<file path="src/rcs_defines.vh">
// Operation
// - code 06h starts RF transmit at once
// - transmit ends on empty FIFO with TX_IDLE high, or on command
// - code 07h transmits then switches to receive
// - only command writes start a transmission
// - multi-frame receive keeps receiving until a command write
// - 08h writes one EEPROM byte, waits data
// - 09h writes up to 64 page bytes
// - 0Ah copies up to 256 bytes to FIFO
// - burst read address runs on past key area end, never reaching top
// - 0Ch copies EEPROM bytes into registers
// - 0Dh loads receive and transmit presets
// - receive preset numbers select receive protocols
// - transmit presets 00 to 17, 18 reserved
// - 0Eh loads stored key into crypto unit
// - 0Fh stores first key at given slot
// - further complete keys go to next slots
// - trailing partial key stays in FIFO
// - 1Ch fills FIFO with random bytes
// - 1Fh reloads register defaults from EEPROM
// - idle code 00h stops current command
// - command value returns idle when finished
`ifndef RCS_DEFINES_VH
`define RCS_DEFINES_VH

// ----------------------------------------
// command codes
// ----------------------------------------
`define RCS_CMD_IDLE 8'h00
`define RCS_CMD_TX 8'h06
`define RCS_CMD_TRX 8'h07
`define RCS_CMD_EEWR 8'h08
`define RCS_CMD_EEPG 8'h09
`define RCS_CMD_EERD 8'h0A
`define RCS_CMD_RLOAD 8'h0C
`define RCS_CMD_PLOAD 8'h0D
`define RCS_CMD_KLOAD 8'h0E
`define RCS_CMD_KSTORE 8'h0F
`define RCS_CMD_RNG 8'h1C
`define RCS_CMD_SRST 8'h1F

// ----------------------------------------
// parameter counts
// ----------------------------------------
`define RCS_NP_EEWR 3'h2
`define RCS_NP_EEPG 3'h1
`define RCS_NP_EERD 3'h3
`define RCS_NP_RLOAD 3'h4
`define RCS_NP_PLOAD 3'h2
`define RCS_NP_KEY 3'h1

// ----------------------------------------
// eeprom map
// ----------------------------------------
`define RCS_KEY_BASE 13'h0400
`define RCS_KEY_END 13'h06FF
`define RCS_KEY_SLOTS 8'h80
`define RCS_KEY_LEN 9'h006
`define RCS_KEY_STEP 13'h0006
`define RCS_PAGE_LO 7'h10
`define RCS_PAGE_HI 7'h1B
`define RCS_PAGE_LEN 9'h040
`define RCS_BURST_MAX 9'h100
`define RCS_SEC2_LO 13'h0100
`define RCS_SEC2_HI 13'h01FF
`define RCS_RXP_BASE 13'h0100
`define RCS_TXP_BASE 13'h0200
`define RCS_PSET_STEP 13'h0008
`define RCS_PSET_LEN 9'h008
`define RCS_PSET_NUM 8'h12
`define RCS_RX_REG_BASE 8'h40
`define RCS_TX_REG_BASE 8'h28
`define RCS_DEF_BASE 13'h0000
`define RCS_DEF_REG 8'h01
`define RCS_DEF_LEN 9'h07F

// ----------------------------------------
// copy destinations
// ----------------------------------------
`define RCS_DST_FIFO 2'h0
`define RCS_DST_REG 2'h1
`define RCS_DST_KEY 2'h2

`endif

</file>
<file path="src/rcs_param_file.v">
`timescale 1ns/1ps
module rcs_param_file
#(
  parameter NUM = 4,
  parameter W = 8
)
(
  input wire clk,
  input wire rst_n,
  input wire wr_en,
  input wire [1:0] wr_idx,
  input wire [W-1:0] wr_data,
  output wire [NUM*W-1:0] rd_flat
);

  genvar i;
  generate
    for (i = 0; i < NUM; i = i + 1)
    begin : g_ent
      reg [W-1:0] ent_reg;
      always @(posedge clk or negedge rst_n)
      begin
        if (!rst_n)
          ent_reg <= {W{1'b0}};
        else if (wr_en && (wr_idx == i))
          ent_reg <= wr_data;
      end
      assign rd_flat[i*W +: W] = ent_reg;
    end
  endgenerate

endmodule // rcs_param_file

</file>
<file path="src/rcs_sequencer.v">
`timescale 1ns/1ps
`include "rcs_defines.vh"
module rcs_sequencer
#(
  parameter LW = 10
)
(
  input wire CLK_SYS,
  input wire RST_N,
  input wire CMD_WR,
  input wire [7:0] CMD_WDATA,
  output wire [7:0] CMD_VALUE,
  output wire CMD_ABORT,
  input wire MULTI_FRAME_RECEIVE,
  input wire [7:0] FIFO_RDATA,
  input wire FIFO_EMPTY,
  input wire FIFO_FULL,
  input wire [LW-1:0] FIFO_LEVEL,
  output wire FIFO_POP,
  output wire FIFO_PUSH,
  output wire [7:0] FIFO_WDATA,
  output wire TX_EN,
  input wire TX_IDLE,
  output wire RX_EN,
  input wire RX_DONE,
  output wire EE_REQ,
  output wire EE_WE,
  output wire [12:0] EE_ADDR,
  output wire [7:0] EE_WDATA,
  input wire EE_ACK,
  input wire [7:0] EE_RDATA,
  output wire REG_WE,
  output wire [7:0] REG_ADDR,
  output wire [7:0] REG_WDATA,
  output wire KEY_WE,
  output wire [2:0] KEY_IDX,
  output wire [7:0] KEY_WDATA,
  input wire RNG_VALID,
  input wire [7:0] RNG_DATA
);

  // ----------------------------------------
  // states
  // ----------------------------------------
  localparam S_IDLE = 10'h001;
  localparam S_TX = 10'h002;
  localparam S_RX = 10'h004;
  localparam S_PARM = 10'h008;
  localparam S_CHK = 10'h010;
  localparam S_FWR = 10'h020;
  localparam S_ERD = 10'h040;
  localparam S_PUT = 10'h080;
  localparam S_RNG = 10'h100;
  localparam S_NEXT = 10'h200;

  reg [9:0] state_reg, state_next;
  reg [7:0] cmd_reg, cmd_next;
  reg [8:0] cnt_reg, cnt_next;
  reg [12:0] ee_addr_reg, ee_addr_next;
  reg [7:0] reg_addr_reg, reg_addr_next;
  reg [2:0] key_idx_reg, key_idx_next;
  reg [7:0] slot_reg, slot_next;
  reg [1:0] dest_reg, dest_next;
  reg [2:0] p_cnt_reg, p_cnt_next;
  reg [2:0] p_need_reg, p_need_next;
  reg first_reg, first_next;
  reg wait_ok_reg, wait_ok_next;
  reg pop_reg, pop_next;
  reg push_reg, push_next;
  reg [7:0] fifo_wdata_reg, fifo_wdata_next;
  reg ee_req_reg, ee_req_next;
  reg ee_we_reg, ee_we_next;
  reg [7:0] ee_wdata_reg, ee_wdata_next;
  reg [7:0] byte_reg, byte_next;
  reg reg_we_reg, reg_we_next;
  reg key_we_reg, key_we_next;
  reg tx_en_reg, tx_en_next;
  reg rx_en_reg, rx_en_next;
  reg abort_reg, abort_next;
  reg done_c, fail_c;

  wire [31:0] par_flat;
  wire [7:0] p0 = par_flat[7:0];
  wire [7:0] p1 = par_flat[15:8];
  wire [7:0] p2 = par_flat[23:16];
  wire [7:0] p3 = par_flat[31:24];
  wire [12:0] par_addr = {p1[4:0], p0};
  wire addr_hi_ok = (p1[7:5] == 3'h0);
  wire in_keys = addr_hi_ok && (par_addr >= `RCS_KEY_BASE) &&
    (par_addr <= `RCS_KEY_END);
  wire in_sec2 = addr_hi_ok && (par_addr >= `RCS_SEC2_LO) &&
    (par_addr <= `RCS_SEC2_HI);
  wire page_ok = (p0[7] == 1'b0) && (p0[6:0] >= `RCS_PAGE_LO) &&
    (p0[6:0] <= `RCS_PAGE_HI);
  wire [12:0] slot_addr = `RCS_KEY_BASE + {5'h00, p0} * `RCS_KEY_STEP;
  wire [12:0] rxp_addr = `RCS_RXP_BASE + {5'h00, p0} * `RCS_PSET_STEP;
  wire [12:0] txp_addr = `RCS_TXP_BASE + {5'h00, p1} * `RCS_PSET_STEP;
  wire [LW+8:0] lvl_ext = {9'h000, FIFO_LEVEL};
  wire key_avail = (lvl_ext >= {{LW{1'b0}}, `RCS_KEY_LEN});
  wire par_wr = (state_reg == S_PARM) && !pop_reg &&
    (p_cnt_reg != p_need_reg) && !FIFO_EMPTY;

  rcs_param_file #(.NUM(4), .W(8)) u_par (
    .clk(CLK_SYS),
    .rst_n(RST_N),
    .wr_en(par_wr),
    .wr_idx(p_cnt_reg[1:0]),
    .wr_data(FIFO_RDATA),
    .rd_flat(par_flat)
  );

  // ----------------------------------------
  // next state
  // ----------------------------------------
  always @*
  begin
    state_next = state_reg;
    cmd_next = cmd_reg;
    cnt_next = cnt_reg;
    ee_addr_next = ee_addr_reg;
    reg_addr_next = reg_addr_reg;
    key_idx_next = key_idx_reg;
    slot_next = slot_reg;
    dest_next = dest_reg;
    p_cnt_next = p_cnt_reg;
    p_need_next = p_need_reg;
    first_next = first_reg;
    wait_ok_next = wait_ok_reg;
    pop_next = 1'b0;
    push_next = 1'b0;
    fifo_wdata_next = fifo_wdata_reg;
    ee_req_next = ee_req_reg;
    ee_we_next = ee_we_reg;
    ee_wdata_next = ee_wdata_reg;
    byte_next = byte_reg;
    reg_we_next = 1'b0;
    key_we_next = 1'b0;
    tx_en_next = tx_en_reg;
    rx_en_next = rx_en_reg;
    abort_next = 1'b0;
    done_c = 1'b0;
    fail_c = 1'b0;
    case (state_reg)
      S_TX:
      begin
        if (FIFO_EMPTY && TX_IDLE && !pop_reg)
        begin
          tx_en_next = 1'b0;
          if (cmd_reg == `RCS_CMD_TRX)
          begin
            rx_en_next = 1'b1;
            state_next = S_RX;
          end
          else
            done_c = 1'b1;
        end
      end
      S_RX:
      begin
        if (RX_DONE && !MULTI_FRAME_RECEIVE)
          done_c = 1'b1;
      end
      S_PARM:
      begin
        // fifo flags lag a pop by one cycle, so pops are spaced
        if (pop_reg)
          pop_next = 1'b0;
        else if (p_cnt_reg == p_need_reg)
          state_next = S_CHK;
        else if (FIFO_EMPTY)
          fail_c = 1'b1;
        else
        begin
          pop_next = 1'b1;
          p_cnt_next = p_cnt_reg + 3'h1;
        end
      end
      S_CHK:
      begin
        state_next = S_ERD;
        case (cmd_reg)
          `RCS_CMD_EEWR:
          begin
            fail_c = !in_keys;
            ee_addr_next = par_addr;
            cnt_next = 9'h001;
            wait_ok_next = 1'b1;
            state_next = S_FWR;
          end
          `RCS_CMD_EEPG:
          begin
            fail_c = !page_ok;
            ee_addr_next = {p0[6:0], 6'h00};
            cnt_next = `RCS_PAGE_LEN;
            first_next = 1'b1;
            state_next = S_FWR;
          end
          `RCS_CMD_EERD:
          begin
            // length zero means the full 256
            fail_c = !in_keys;
            ee_addr_next = par_addr;
            cnt_next = (p2 == 8'h00) ? `RCS_BURST_MAX : {1'b0, p2};
            dest_next = `RCS_DST_FIFO;
          end
          `RCS_CMD_RLOAD:
          begin
            fail_c = !in_sec2;
            done_c = in_sec2 && (p3 == 8'h00);
            ee_addr_next = par_addr;
            reg_addr_next = p2;
            cnt_next = {1'b0, p3};
            dest_next = `RCS_DST_REG;
          end
          `RCS_CMD_PLOAD:
          begin
            fail_c = (p0 >= `RCS_PSET_NUM) || (p1 >= `RCS_PSET_NUM);
            ee_addr_next = rxp_addr;
            reg_addr_next = `RCS_RX_REG_BASE;
            cnt_next = `RCS_PSET_LEN;
            dest_next = `RCS_DST_REG;
          end
          `RCS_CMD_KLOAD:
          begin
            fail_c = (p0 >= `RCS_KEY_SLOTS);
            ee_addr_next = slot_addr;
            cnt_next = `RCS_KEY_LEN;
            key_idx_next = 3'h0;
            dest_next = `RCS_DST_KEY;
          end
          default:
          begin
            fail_c = (p0 >= `RCS_KEY_SLOTS) || !key_avail;
            slot_next = p0;
            ee_addr_next = slot_addr;
            cnt_next = `RCS_KEY_LEN;
            state_next = S_FWR;
          end
        endcase
      end
      S_FWR:
      begin
        if (ee_req_reg)
        begin
          if (EE_ACK)
          begin
            ee_req_next = 1'b0;
            cnt_next = cnt_reg - 9'h001;
            ee_addr_next = ee_addr_reg + 13'h0001;
            if (cnt_reg == 9'h001)
              state_next = S_NEXT;
          end
        end
        else if (pop_reg)
          pop_next = 1'b0;
        else if (FIFO_EMPTY)
        begin
          if (!wait_ok_reg)
          begin
            done_c = (cmd_reg == `RCS_CMD_EEPG) && !first_reg;
            fail_c = !done_c;
          end
        end
        else
        begin
          pop_next = 1'b1;
          first_next = 1'b0;
          ee_wdata_next = FIFO_RDATA;
          ee_req_next = 1'b1;
          ee_we_next = 1'b1;
        end
      end
      S_NEXT:
      begin
        done_c = 1'b1;
        if ((cmd_reg == `RCS_CMD_KSTORE) && key_avail &&
          (slot_reg + 8'h01 < `RCS_KEY_SLOTS))
        begin
          done_c = 1'b0;
          slot_next = slot_reg + 8'h01;
          cnt_next = `RCS_KEY_LEN;
          state_next = S_FWR;
        end
      end
      S_ERD:
      begin
        if (!ee_req_reg)
        begin
          ee_req_next = 1'b1;
          ee_we_next = 1'b0;
        end
        else if (EE_ACK)
        begin
          ee_req_next = 1'b0;
          byte_next = EE_RDATA;
          state_next = S_PUT;
        end
      end
      S_PUT:
      begin
        if (!((dest_reg == `RCS_DST_FIFO) && FIFO_FULL))
        begin
          push_next = (dest_reg == `RCS_DST_FIFO);
          fifo_wdata_next = byte_reg;
          reg_we_next = (dest_reg == `RCS_DST_REG);
          key_we_next = (dest_reg == `RCS_DST_KEY);
          cnt_next = cnt_reg - 9'h001;
          ee_addr_next = ee_addr_reg + 13'h0001;
          state_next = S_ERD;
          if (cnt_reg == 9'h001)
          begin
            if ((cmd_reg == `RCS_CMD_PLOAD) &&
              (reg_addr_reg < `RCS_RX_REG_BASE))
              done_c = 1'b1;
            else if (cmd_reg == `RCS_CMD_PLOAD)
            begin
              ee_addr_next = txp_addr;
              cnt_next = `RCS_PSET_LEN;
            end
            else
              done_c = 1'b1;
          end
        end
      end
      S_RNG:
      begin
        if (push_reg)
          push_next = 1'b0;
        else if (FIFO_FULL)
          done_c = 1'b1;
        else if (RNG_VALID)
        begin
          push_next = 1'b1;
          fifo_wdata_next = RNG_DATA;
        end
      end
      default:
        state_next = S_IDLE;
    endcase
    // register address advances after each register write, but moves to RCS_TX_REG_BASE after the last receive preset write
    if (reg_we_reg)
    begin
      reg_addr_next = reg_addr_reg + 8'h01;
      if ((cmd_reg == `RCS_CMD_PLOAD) && (state_reg == S_ERD) &&
        (cnt_reg == `RCS_PSET_LEN) &&
        (reg_addr_reg == `RCS_RX_REG_BASE + 8'h07))
        reg_addr_next = `RCS_TX_REG_BASE;
    end
    if (key_we_reg)
      key_idx_next = key_idx_reg + 3'h1;
    if (done_c || fail_c)
    begin
      state_next = S_IDLE;
      cmd_next = `RCS_CMD_IDLE;
      ee_req_next = 1'b0;
      tx_en_next = 1'b0;
      rx_en_next = 1'b0;
      abort_next = fail_c;
    end
    if (CMD_WR)
    begin
      cmd_next = CMD_WDATA;
      state_next = S_IDLE;
      pop_next = 1'b0;
      push_next = 1'b0;
      ee_req_next = 1'b0;
      tx_en_next = 1'b0;
      rx_en_next = 1'b0;
      abort_next = 1'b0;
      p_cnt_next = 3'h0;
      wait_ok_next = 1'b0;
      case (CMD_WDATA)
        `RCS_CMD_TX, `RCS_CMD_TRX:
        begin
          tx_en_next = 1'b1;
          state_next = S_TX;
        end
        `RCS_CMD_EEWR:
        begin
          p_need_next = `RCS_NP_EEWR;
          state_next = S_PARM;
        end
        `RCS_CMD_EEPG:
        begin
          p_need_next = `RCS_NP_EEPG;
          state_next = S_PARM;
        end
        `RCS_CMD_EERD:
        begin
          p_need_next = `RCS_NP_EERD;
          state_next = S_PARM;
        end
        `RCS_CMD_RLOAD:
        begin
          p_need_next = `RCS_NP_RLOAD;
          state_next = S_PARM;
        end
        `RCS_CMD_PLOAD:
        begin
          p_need_next = `RCS_NP_PLOAD;
          state_next = S_PARM;
        end
        `RCS_CMD_KLOAD, `RCS_CMD_KSTORE:
        begin
          p_need_next = `RCS_NP_KEY;
          state_next = S_PARM;
        end
        `RCS_CMD_RNG:
          state_next = S_RNG;
        `RCS_CMD_SRST:
        begin
          ee_addr_next = `RCS_DEF_BASE;
          reg_addr_next = `RCS_DEF_REG;
          cnt_next = `RCS_DEF_LEN;
          dest_next = `RCS_DST_REG;
          state_next = S_ERD;
        end
        default:
          state_next = S_IDLE;
      endcase
    end
  end

  // ----------------------------------------
  // registers
  // ----------------------------------------
  always @(posedge CLK_SYS or negedge RST_N)
  begin
    if (!RST_N)
    begin
      state_reg <= S_IDLE;
      cmd_reg <= `RCS_CMD_IDLE;
      cnt_reg <= 9'h000;
      ee_addr_reg <= 13'h0000;
      reg_addr_reg <= 8'h00;
      key_idx_reg <= 3'h0;
      slot_reg <= 8'h00;
      dest_reg <= `RCS_DST_FIFO;
      p_cnt_reg <= 3'h0;
      p_need_reg <= 3'h0;
      first_reg <= 1'b0;
      wait_ok_reg <= 1'b0;
      pop_reg <= 1'b0;
      push_reg <= 1'b0;
      fifo_wdata_reg <= 8'h00;
      ee_req_reg <= 1'b0;
      ee_we_reg <= 1'b0;
      ee_wdata_reg <= 8'h00;
      byte_reg <= 8'h00;
      reg_we_reg <= 1'b0;
      key_we_reg <= 1'b0;
      tx_en_reg <= 1'b0;
      rx_en_reg <= 1'b0;
      abort_reg <= 1'b0;
    end
    else
    begin
      state_reg <= state_next;
      cmd_reg <= cmd_next;
      cnt_reg <= cnt_next;
      ee_addr_reg <= ee_addr_next;
      reg_addr_reg <= reg_addr_next;
      key_idx_reg <= key_idx_next;
      slot_reg <= slot_next;
      dest_reg <= dest_next;
      p_cnt_reg <= p_cnt_next;
      p_need_reg <= p_need_next;
      first_reg <= first_next;
      wait_ok_reg <= wait_ok_next;
      pop_reg <= pop_next;
      push_reg <= push_next;
      fifo_wdata_reg <= fifo_wdata_next;
      ee_req_reg <= ee_req_next;
      ee_we_reg <= ee_we_next;
      ee_wdata_reg <= ee_wdata_next;
      byte_reg <= byte_next;
      reg_we_reg <= reg_we_next;
      key_we_reg <= key_we_next;
      tx_en_reg <= tx_en_next;
      rx_en_reg <= rx_en_next;
      abort_reg <= abort_next;
    end
  end

  assign CMD_VALUE = cmd_reg;
  assign CMD_ABORT = abort_reg;
  assign FIFO_POP = pop_reg;
  assign FIFO_PUSH = push_reg;
  assign FIFO_WDATA = fifo_wdata_reg;
  assign TX_EN = tx_en_reg;
  assign RX_EN = rx_en_reg;
  assign EE_REQ = ee_req_reg;
  assign EE_WE = ee_we_reg;
  assign EE_ADDR = ee_addr_reg;
  assign EE_WDATA = ee_wdata_reg;
  assign REG_WE = reg_we_reg;
  assign REG_ADDR = reg_addr_reg;
  assign REG_WDATA = byte_reg;
  assign KEY_WE = key_we_reg;
  assign KEY_IDX = key_idx_reg;
  assign KEY_WDATA = byte_reg;

endmodule // rcs_sequencer
</file>
<file path="config.mk">
export PLATFORM = sky130hd
export DESIGN_NAME = rcs_sequencer
export DESIGN_NICKNAME = d
export VERILOG_FILES = /design/src/rcs_param_file.v /design/src/rcs_sequencer.v
export VERILOG_INCLUDE_DIRS = /design/src /design/src/src
export SDC_FILE = /design/constraint.sdc
export NUM_CORES = 1
export LEC_CHECK = 0
export BUFFER_PORTS_ARGS = -buffer_cell sky130_fd_sc_hd__buf_2
export CAP_MARGIN = 20
export CORE_ASPECT_RATIO = 0.8
export CORE_MARGIN = 5
export CORE_UTILIZATION = 54
export CTS_BUF_LIST = sky130_fd_sc_hd__clkbuf_2
export DETAILED_ROUTE_END_ITERATION = 8
export GPL_TIMING_DRIVEN = 1
export HOLD_SLACK_MARGIN = 0.06
export PLACE_DENSITY_LB_ADDON = 0.05
export REMOVE_ABC_BUFFERS = 1
export SLEW_MARGIN = 30
export SYNTH_ARGS = -nofsm -noshare
export SYNTH_HDL_FRONTEND = slang
export SYNTH_SLANG_ARGS = --single-unit
</file>
<file path="constraint.sdc">
create_clock -name CLK_SYS -period 3.73 [get_ports CLK_SYS]
set_clock_uncertainty 0.1 [all_clocks]
set_input_delay 0.746 -clock CLK_SYS [delete_from_list [all_inputs] [get_ports CLK_SYS]]
set_output_delay 0.746 -clock CLK_SYS [all_outputs]
set_load 0.02 [all_outputs]
</file>
==> results by group, run 1 <==
Power
  – Cell area power density: 286.0 mW/mm^2
  – Lkg Pwr: 4.434 nW
  – Max VDD drop: 0.0002405 V
  – Tot Pwr: 0.002778 W

Cells and area
  – Largest register FFs: 32
  – Area delta synth->final: 14.17%
  – Most frequent cells in the layout: dfrtp_1 (133), buf_2 (122), a21oi_1 (73)
  – Final nets: 1,126
  – Most common cell after layout, fill and taps aside: dfrtp_1
  – Utilization after layout: 0.6230
  – Filler Cells Inserted: 1,405
  – Layout cells sized above 1: 0.2457

STA
  – Final setup TNS: 0 ns
  – Max-slew violations: 0
  – # setup viols final: 0
  – Final worst-path cycle share: 0.8612
  – Fmax: 0.3113 GHz
  – Minimum clock period: 3.212 ns
  – Worst slew margin: 0.4054
  – Slew @ Worst Pin: 0.8838 ns
  – Final hold slack: 0.1368 ns
  – Final Hold Vio Count: 0
  – Unrepaired setup endpoints after global routing: false

Die
  – Die width: 150.4 microns
  – Row count: 41
  – Floorplan Core Area: 0.01560 sq mm
  – Top Ports: 125
  – Area of the die: 0.01838 sq mm
  – Chip height: 122.3 microns
  – Initial Util: 0.5457

Setup path
  – Crit. End Element: flip-flop
  – Crit path buf inv count: 0
  – Crit path max fanout: 21
  – CP top delay family: compound AO/OA/AOI/OAI gates
  – CP required: 4.26 ns
  – Startpoint types: flip-flop
  – Crit-path max cell delay: 0.67 ns
  – Crit-path cells: ha_1, nand4_1, nor3_1, o21ai_0, a2111o_1, a31o_2, and4b_1, a31o_2
  – Slowest stage cell, crit path: dfrtp_1
  – Top cell by count, worst path: a31o_2
  – CP Data Arrival Time: 3.74 ns
  – Worst setup path class: flip-flop to flip-flop

Clocking
  – Clock Path Buffers: 2
  – Hold Buf Count CTS: 1
  – Post-CTS Resized: 0
  – Post-CTS Setup Inserts: 0
  – TritonCTS clock tree: yes
  – CTS H-tree depth: 4
  – CTS root buf: clkbuf_2
  – Skew-Pair Late Insertion Delay: 0.72 ns
  – Clock sink total: 134
  – Cts bufs inserted: 17
  – Clock Pin Slew Worst Setup and Hold Paths: 0.22 ns

Global routing
  – Total gr overflow: 0
  – GRT Util Overall: 0.2783
  – Antenna violations before repair: 1
  – Vias in the first global route: 7,216
  – First-pass GRT wire length: 39,750 microns
  – Largest net degree at the start of global routing: 62

Routing
  – Post-DR vias/cell: 6.291
  – DR DRC count: 0
  – Initial DRC Count: 965
  – WL/cell: 20.05 microns
  – Routed Antenna Nets: 0
  – Wirelength, routed: 25,380 microns
  – Drt first pass iters: 9
  – Routed vias: 7,965

Min path
  – HP Class: input pin to flip-flop

Logic synthesis
  – Asr flop ratio synth: 1.000
  – Sequential-to-total area share from yosys stat: 0.3942
  – Register bit total from synthesis: 134
  – Post-Syn Area: 0.008509 sq mm
  – Yosys warns: 0
  – Top_reg_cell synth: dfrtp_1
  – Synth unique cells: 81
  – Synthesized area per cell: 9.320 sq um
  – EDFF count, synth: 0
  – Synth Instances: 913

Placement
  – DP HPWL: 18,830 microns
  – Port bufs: 123
  – GPL Wtd Cong: 0.9595

Outcome
  – Status: finished clean

Run
  – Max Cap Viol: 0
Yosys cell counts, types with 12 or more instances:
cell / n / area share
dfrtp_1: 133 / 0.39
a21oi_1: 73 / 0.043
nand2_1: 66 / 0.029
o21ai_0: 66 / 0.039
nor2_1: 60 / 0.026
mux2_2: 50 / 0.066
ha_1: 36 / 0.053
clkbuf_1: 35 / 0.015
nand3_1: 35 / 0.021
nor3_1: 28 / 0.016
inv_1: 27 / 0.012
nor4_1: 17 / 0.012
and3_1: 16 / 0.012
xnor2_1: 16 / 0.016
a22o_1: 15 / 0.015
nand2b_1: 15 / 0.011
a221oi_1: 13 / 0.013
mux2i_1: 12 / 0.014
nor2b_1: 12 / 0.0088
cell families (layout without fill, tap and decap cells):
logic type,count (synthesis),count (layout),synth area share
and+or+nand+nor,321,321,0.2082
AOI/OAI and AO/OA,258,258,0.1982
DFF,134,134,0.3942
buffers and inverters,78,215,0.04014
muxes,62,62,0.08028
adders and majority gates,37,37,0.05529
xor gates and xnor gates,23,23,0.02367
other,0,1,0
through the flow:
stage                     instance area, sq um  instances  setup WS, ns
after floorplan                           8269        862        0.3776
after global placement                    9430       1232        0.5665
after detailed placement                  9430       1232        0.5391
after CTS                                 9704       1265        0.5150
after global routing                      9716       1266        0.3303
final                                     9716       1266        0.5176
metal layers:
layer	GRT usage	vias to the layer above	part of all wire
met3	0.05611	32	0.10
met4	0.06857	0	0.014
met2	0.3985	436	0.42
met5	0	-	0
met1	0.4311	3835	0.46
li1	-	3662	-
worst paths after layout:
| check | cells after the start | slack, ns | endpoint | startpoint |
|---|---|---|---|---|
| max in group asynchronous | 3 | 2.32 | CMD_VALUE[2] | RST_N |
| hold reg to reg | 1 | 0.43 | EE_WDATA[3] | EE_WDATA[3] |
| hold / removal | 2 | 0.14 | KEY_WDATA[4] | EE_RDATA[4] |
| setup reg to reg | 8 | 0.52 | TX_EN | u_par.g_ent[0].ent_reg[4] |
| setup / recovery | 8 | 0.52 | TX_EN | u_par.g_ent[0].ent_reg[4] |
| min in group asynchronous | 2 | 0.43 | EE_WDATA[1] | RST_N |
final cells by class:
class                   count  area [sq um]  area share
well taps                 215         269.0     0.02769
diodes                      1         2.502   0.0002576
clock inverters            14         173.9     0.01790
clock buffers              18         90.09    0.009272
multi-input cells         701          4840      0.4981
inverters                  27         101.3     0.01043
repair buffers            156         884.6     0.09105
flip-flops and latches    134          3354      0.3453
where the power goes:
part           internal, W  switching [W]
Sequential         0.00149      0.0000486
Combinational     0.000102       0.000167
Clock             0.000387       0.000584
No activity file was read; power rests on OpenSTA's default activity.
==> run 2, diff against run 1 <==
- SYNTH_HIERARCHICAL: default -> 1
- clock period: 3.73 -> 3.95 ns (I/O delays scaled with it)
==> run 2 against run 1 <==
  * Flip-flop and latch count did not move
  * Critical path depth fell by 1
  * Routed wire length grew 3.0%
  * Non-clock buffer count decreased by 6
  * Worst setup slack better by 0.039 ns
  * Via count down 0.25%
==> results by group, run 2 <==
Global routing
  – First-pass GRT wire length: 41,210 microns
  – Largest net degree at the start of global routing: 53
  – Vias in the first global route: 7,386
  – Total gr overflow: 0
  – GRT Util Overall: 0.2931
  – Antenna violations before repair: 0

Clocking
  – Clock sink total: 134
  – TritonCTS clock tree: yes
  – Clock Pin Slew Worst Setup and Hold Paths: 0.22 ns
  – Skew-Pair Late Insertion Delay: 0.73 ns
  – Cts bufs inserted: 17
  – Clock Path Buffers: 2
  – CTS root buf: clkbuf_2
  – CTS H-tree depth: 4

Die
  – Top Ports: 125
  – Die width: 149.0 microns
  – Row count: 40
  – Floorplan Core Area: 0.01511 sq mm
  – Initial Util: 0.5522
  – Area of the die: 0.01806 sq mm
  – Chip height: 121.2 microns

Placement
  – DP HPWL: 19,710 microns
  – Pre-CTS setup slack: 0.6285 ns
  – Port bufs: 123
  – GPL Wtd Cong: 0.9504

Setup path
  – CP required: 4.49 ns
  – Crit path max fanout: 12
  – Crit. End Element: flip-flop
  – Slowest stage cell, crit path: or3_1
  – Reg2reg setup slack: 0.56 ns
  – Crit path buf inv count: 0
  – Crit-path max cell delay: 0.60 ns
  – Crit-path cells: or4_1, or3_1, or3_1, a21oi_4, o21ai_0, a221oi_2, a21oi_1
  – CP top delay family: simple AND/OR/NAND/NOR gates
  – Worst setup path class: flip-flop to flip-flop
  – Top cell by count, worst path: or3_1
  – Startpoint types: flip-flop
  – CP Data Arrival Time: 3.93 ns
  – Worst r2r path cells: 7
  – Critical path depth in cells: 7

Logic synthesis
  – Commonest cells in the netlist: dfrtp_1 (133), nand2_1 (71), nor2_1 (69), a21oi_1 (66), o21ai_0 (60)
  – Top_reg_cell synth: dfrtp_1
  – Register bit total from synthesis: 134
  – Post-Syn Area: 0.008346 sq mm
  – Count leader, synth: dfrtp_1
  – Synth area leaders: dfrtp_1 (40%), mux2_2 (6.6%), ha_1 (4.9%)
  – Sequential-to-total area share from yosys stat: 0.4019
  – Top cell type's share of synthesized area: 0.3988
  – EDFF count, synth: 0
  – Synth Instances: 892
  – Synth area leader: dfrtp_1
  – Asr flop ratio synth: 1.000
  – Synth unique cells: 79
  – Synthesized area per cell: 9.356 sq um
  – Yosys warns: 6

Routing
  – Routed Antenna Nets: 0
  – DR DRC count: 0
  – Initial DRC Count: 968
  – Drt first pass iters: 7
  – WL/cell: 21.06 microns
  – Routed vias: 7,945
  – Wirelength, routed: 26,140 microns
  – Post-DR vias/cell: 6.402

Cells and area
  – Area delta synth->final: 13.48%
  – Multi-input gate area: 0.004684 sq mm
  – ANT cells: 0
  – Most frequent cells in the layout: dfrtp_1 (133), buf_2 (122), nand2_1 (71)
  – FF/Latch Area: 0.003354 sq mm
  – Filler Cells Inserted: 1,351
  – Layout cells sized above 1: 0.2473
  – Final nets: 1,104
  – Most common cell after layout, fill and taps aside: dfrtp_1
  – Largest register FFs: 32

STA
  – Final worst-path cycle share: 0.8591
  – Slew @ Worst Pin: 0.7766 ns
  – Worst setup margin: 0.5566 ns
  – Worst slew margin: 0.4783
  – Fmax: 0.2947 GHz
  – Unrepaired setup endpoints after global routing: false
  – Minimum clock period: 3.393 ns
  – Final Hold Vio Count: 0
  – Max-slew violations: 0
  – # setup viols final: 0
  – Final setup TNS: 0 ns

Power
  – Lkg Pwr: 4.426 nW
  – Max VDD drop: 0.0002352 V
  – Cell area power density: 269.8 mW/mm^2

Min path
  – HP Class: input pin to flip-flop
  – Hold Path Depth: 2

Run
  – Max Cap Viol: 0

Outcome
  – Status: finished clean
==> run 2: timing repair <==
action	CTS	global route
endpoints found under the hold margin	44	0
gates resized for setup	0	0
buffers inserted	0	0
hold buffers	1	0
==> run 2: worst paths after layout <==
path                              start            end
max                        CMD_VALUE[4]     EE_ADDR[7]
min                         EE_RDATA[6]   KEY_WDATA[6]
max reg2reg                CMD_VALUE[4]     EE_ADDR[7]
min reg2reg                   first_reg      first_reg
max in group asynchronous         RST_N  FIFO_WDATA[0]
min in group asynchronous         RST_N     EE_ADDR[5]
==> run 2: cells by family (layout without fill, tap and decap cells) <==
family                     after synthesis  in the layout  share of synthesized area
xor gates and xnor gates                17             17                    0.01784
muxes                                   60             60                    0.07931
adders and majority gates               34             34                    0.05187
AOI/OAI and AO/OA                      255            255                     0.2033
buffers and inverters                   69            208                    0.03718
and+or+nand+nor                        323            323                     0.2085
DFF                                    134            134                     0.4019
==> run 2: layout make-up <==
type,instances,share of cell area
clock buffer,20,0.01057
multi-input combinational,689,0.4946
tap,210,0.02774
sequential,134,0.3542
timing repair buffer,150,0.08865
inverter,26,0.01031
clock inverter,12,0.01387
==> run 2: through the flow <==
stage          utilization  total power [W]  area, sq um  cells  hold slack, ns
4_1_cts             0.6263         0.002573         9467   1241         0.09652
5_1_grt             0.6266         0.002660         9470   1241          0.1177
6_report            0.6266         0.002555         9470   1241          0.1720
3_3_place_gp        0.6103         0.001733         9225   1208          0.3706
3_5_place_dp        0.6103         0.001735         9225   1208          0.3773
2_1_floorplan            -         0.001592         8133    849          0.3503
==> run 2: report_power, final <==
group / switching, W / internal, W / total, W / leakage [nW]
Combinational: 0.000169 / 0.0000987 / 0.000268 / 2.56
Sequential: 0.0000420 / 0.00140 / 0.00145 / 1.72
Clock: 0.000542 / 0.000299 / 0.000841 / 0.138
Total: 0.000753 / 0.00180 / 0.00256 / 4.43
==> run 2: layer usage <==
metal / track usage / vias up / routed length (microns)
met5: 0 / - / 0
met4: 0.08748 / 0 / 505
met3: 0.07132 / 44 / 2976
met2: 0.3936 / 481 / 10700
met1: 0.4602 / 3805 / 11950
li1: - / 3615 / -
==> run 3, diff against run 2 <==
- RECOVER_POWER: default -> 100
==> run 3 against run 2 <==
  * The run now ends with capacitance limit, slew limit left
  * Flip-flop and latch count stayed put
  * Clock power is 1% higher
  * Combinational power is 3% lower
  * Sequential power hardly changed
  * Final area is 1.7% lower
  * Maximum frequency is 4.0% lower
  * Routed wire length is 0.54% higher
  * Core utilization is 1.1 points lower
  * Global-route usage stayed put
  * Register-to-register slack worse by 0.14 ns
  * First-iteration DRC count is 1.1% lower
  * Count of clock-buffer cells in the layout stayed put
  * Critical endpoint unchanged
==> results by group, run 3 (synthesized netlist as in run 2, its figures left out) <==
Outcome
  – Status: complete, but fails checks
  – Failing checks: capacitance limit, slew limit

Clocking
  – Clock sink total: 134
  – CTS H-tree depth: 4
  – CTS root buf: clkbuf_2
  – Clock Path Buffers: 2
  – TritonCTS clock tree: yes
  – Cts bufs inserted: 17
  – Clock Pin Slew Worst Setup and Hold Paths: 0.22 ns
  – Post-CTS Setup Inserts: 0
  – Skew-Pair Late Insertion Delay: 0.76 ns

Placement
  – DP HPWL: 19,710 microns
  – Port bufs: 123
  – GPL Wtd Cong: 0.9504
  – Pre-CTS setup slack: 0.6285 ns

Die
  – Area of the die: 0.01806 sq mm
  – Initial Util: 0.5522
  – Chip height: 121.2 microns
  – Row count: 40
  – Top Ports: 125
  – Floorplan Core Area: 0.01511 sq mm
  – Die width: 149.0 microns

Cells and area
  – Final nets: 1,104
  – ANT cells: 0
  – Most common cell after layout, fill and taps aside: dfrtp_1
  – Most frequent cells in the layout: dfrtp_1 (133), clkbuf_1 (80), nand2_1 (71)
  – Largest register FFs: 32
  – Area delta synth->final: 11.50%
  – Layout cells sized above 1: 0.1629

Global routing
  – First-pass GRT wire length: 41,210 microns
  – Total gr overflow: 0
  – GRT Util Overall: 0.2931
  – Antenna violations before repair: 0
  – Largest net degree at the start of global routing: 53
  – Vias in the first global route: 7,386

Min path
  – HP Class: input pin to flip-flop

Setup path
  – Crit-path cells: or4_1, or3_1, or3_1, a21oi_2, o21ai_0, a221oi_2, a21oi_1
  – Startpoint types: flip-flop
  – Reg2reg setup slack: 0.41 ns
  – Crit path max fanout: 12
  – Crit-path max cell delay: 0.59 ns
  – Crit. End Element: flip-flop
  – CP required: 4.53 ns
  – CP top delay family: simple AND/OR/NAND/NOR gates
  – Crit path buf inv count: 0
  – Top cell by count, worst path: or3_1
  – Worst setup path class: flip-flop to flip-flop
  – CP Data Arrival Time: 4.11 ns
  – Slowest stage cell, crit path: or4_1

STA
  – Slew @ Worst Pin: 2.583 ns
  – Worst slew margin: -0.7218
  – # setup viols final: 0
  – Unrepaired setup endpoints after global routing: false
  – Max-slew violations: 46
  – Final worst-path cycle share: 0.8952
  – Final Hold Vio Count: 0
  – Final setup TNS: 0 ns
  – Fmax: 0.2828 GHz
  – Minimum clock period: 3.536 ns
  – Worst setup margin: 0.4141 ns

Routing
  – Post-DR vias/cell: 6.450
  – WL/cell: 21.18 microns
  – DR DRC count: 0
  – Initial DRC Count: 957
  – Drt first pass iters: 6
  – Wirelength, routed: 26,280 microns
  – Routed vias: 8,004
  – Routed Antenna Nets: 0

Power
  – Lkg Pwr: 4.124 nW
  – Cell area power density: 275.2 mW/mm^2
  – Max VDD drop: 0.0002356 V

Run
  – Max Cap Viol: 1
run 3: cell types whose count changed in the layout (fill, tap and decap cells not counted), moves of 2 or more:
cell	change
buf_2	-71
nand3b_1	+2
buf_4	-9
nand3b_2	-2
clkbuf_1	+80
run 3: per-layer routing:
metal  track usage  part of all wire
met1        0.4602              0.46
met2        0.3936              0.41
met3       0.07132              0.11
met4       0.08748             0.018
met5             0                 0
run 3: repair_timing:
item / 4_1_cts / 5_1_grt
hold buffers: 1 / 0
gates resized for setup: 0 / 0
endpoints found under the hold margin: 44 / 0
run 3: path summary, 6_finish.rpt:
path,start,end,cells after the start
setup / recovery,CMD_VALUE[4],EE_ADDR[7],7
hold / removal,FIFO_FULL,FIFO_PUSH,2
setup reg to reg,CMD_VALUE[4],EE_ADDR[7],7
hold reg to reg,first_reg,first_reg,2
max in group asynchronous,RST_N,FIFO_WDATA[0],3
min in group asynchronous,RST_N,EE_ADDR[5],2
run 3: metrics by stage:
step	hold slack [ns]	area (sq um)	util	total power, W	instances
2_1_floorplan	0.3503	8133	-	0.001592	849
3_3_place_gp	0.3706	9225	0.6103	0.001733	1208
3_5_place_dp	0.3773	9225	0.6103	0.001735	1208
4_1_cts	0.09652	9467	0.6263	0.002573	1241
5_1_grt	0.1071	9305	0.6156	0.002652	1241
6_report	0.1349	9305	0.6156	0.002561	1241
run 3: report_power, final:
part	total (W)	internal (W)	leakage [nW]	switching (W)
registers	0.00145	0.00141	1.72	0.0000423
clock network	0.000853	0.000299	0.138	0.000554
logic	0.000260	0.0000906	2.26	0.000170
total	0.00256	0.00179	4.12	0.000766
run 3: area by class of cell:
cell class | count | area, sq um
fill | 1413 | 5809
multi-input combinational | 689 | 4648
tap | 210 | 262.8
timing repair buffer | 150 | 710.7
clock inverter | 12 | 131.4
inverter | 26 | 97.59
sequential | 134 | 3354
clock buffer | 20 | 100.1
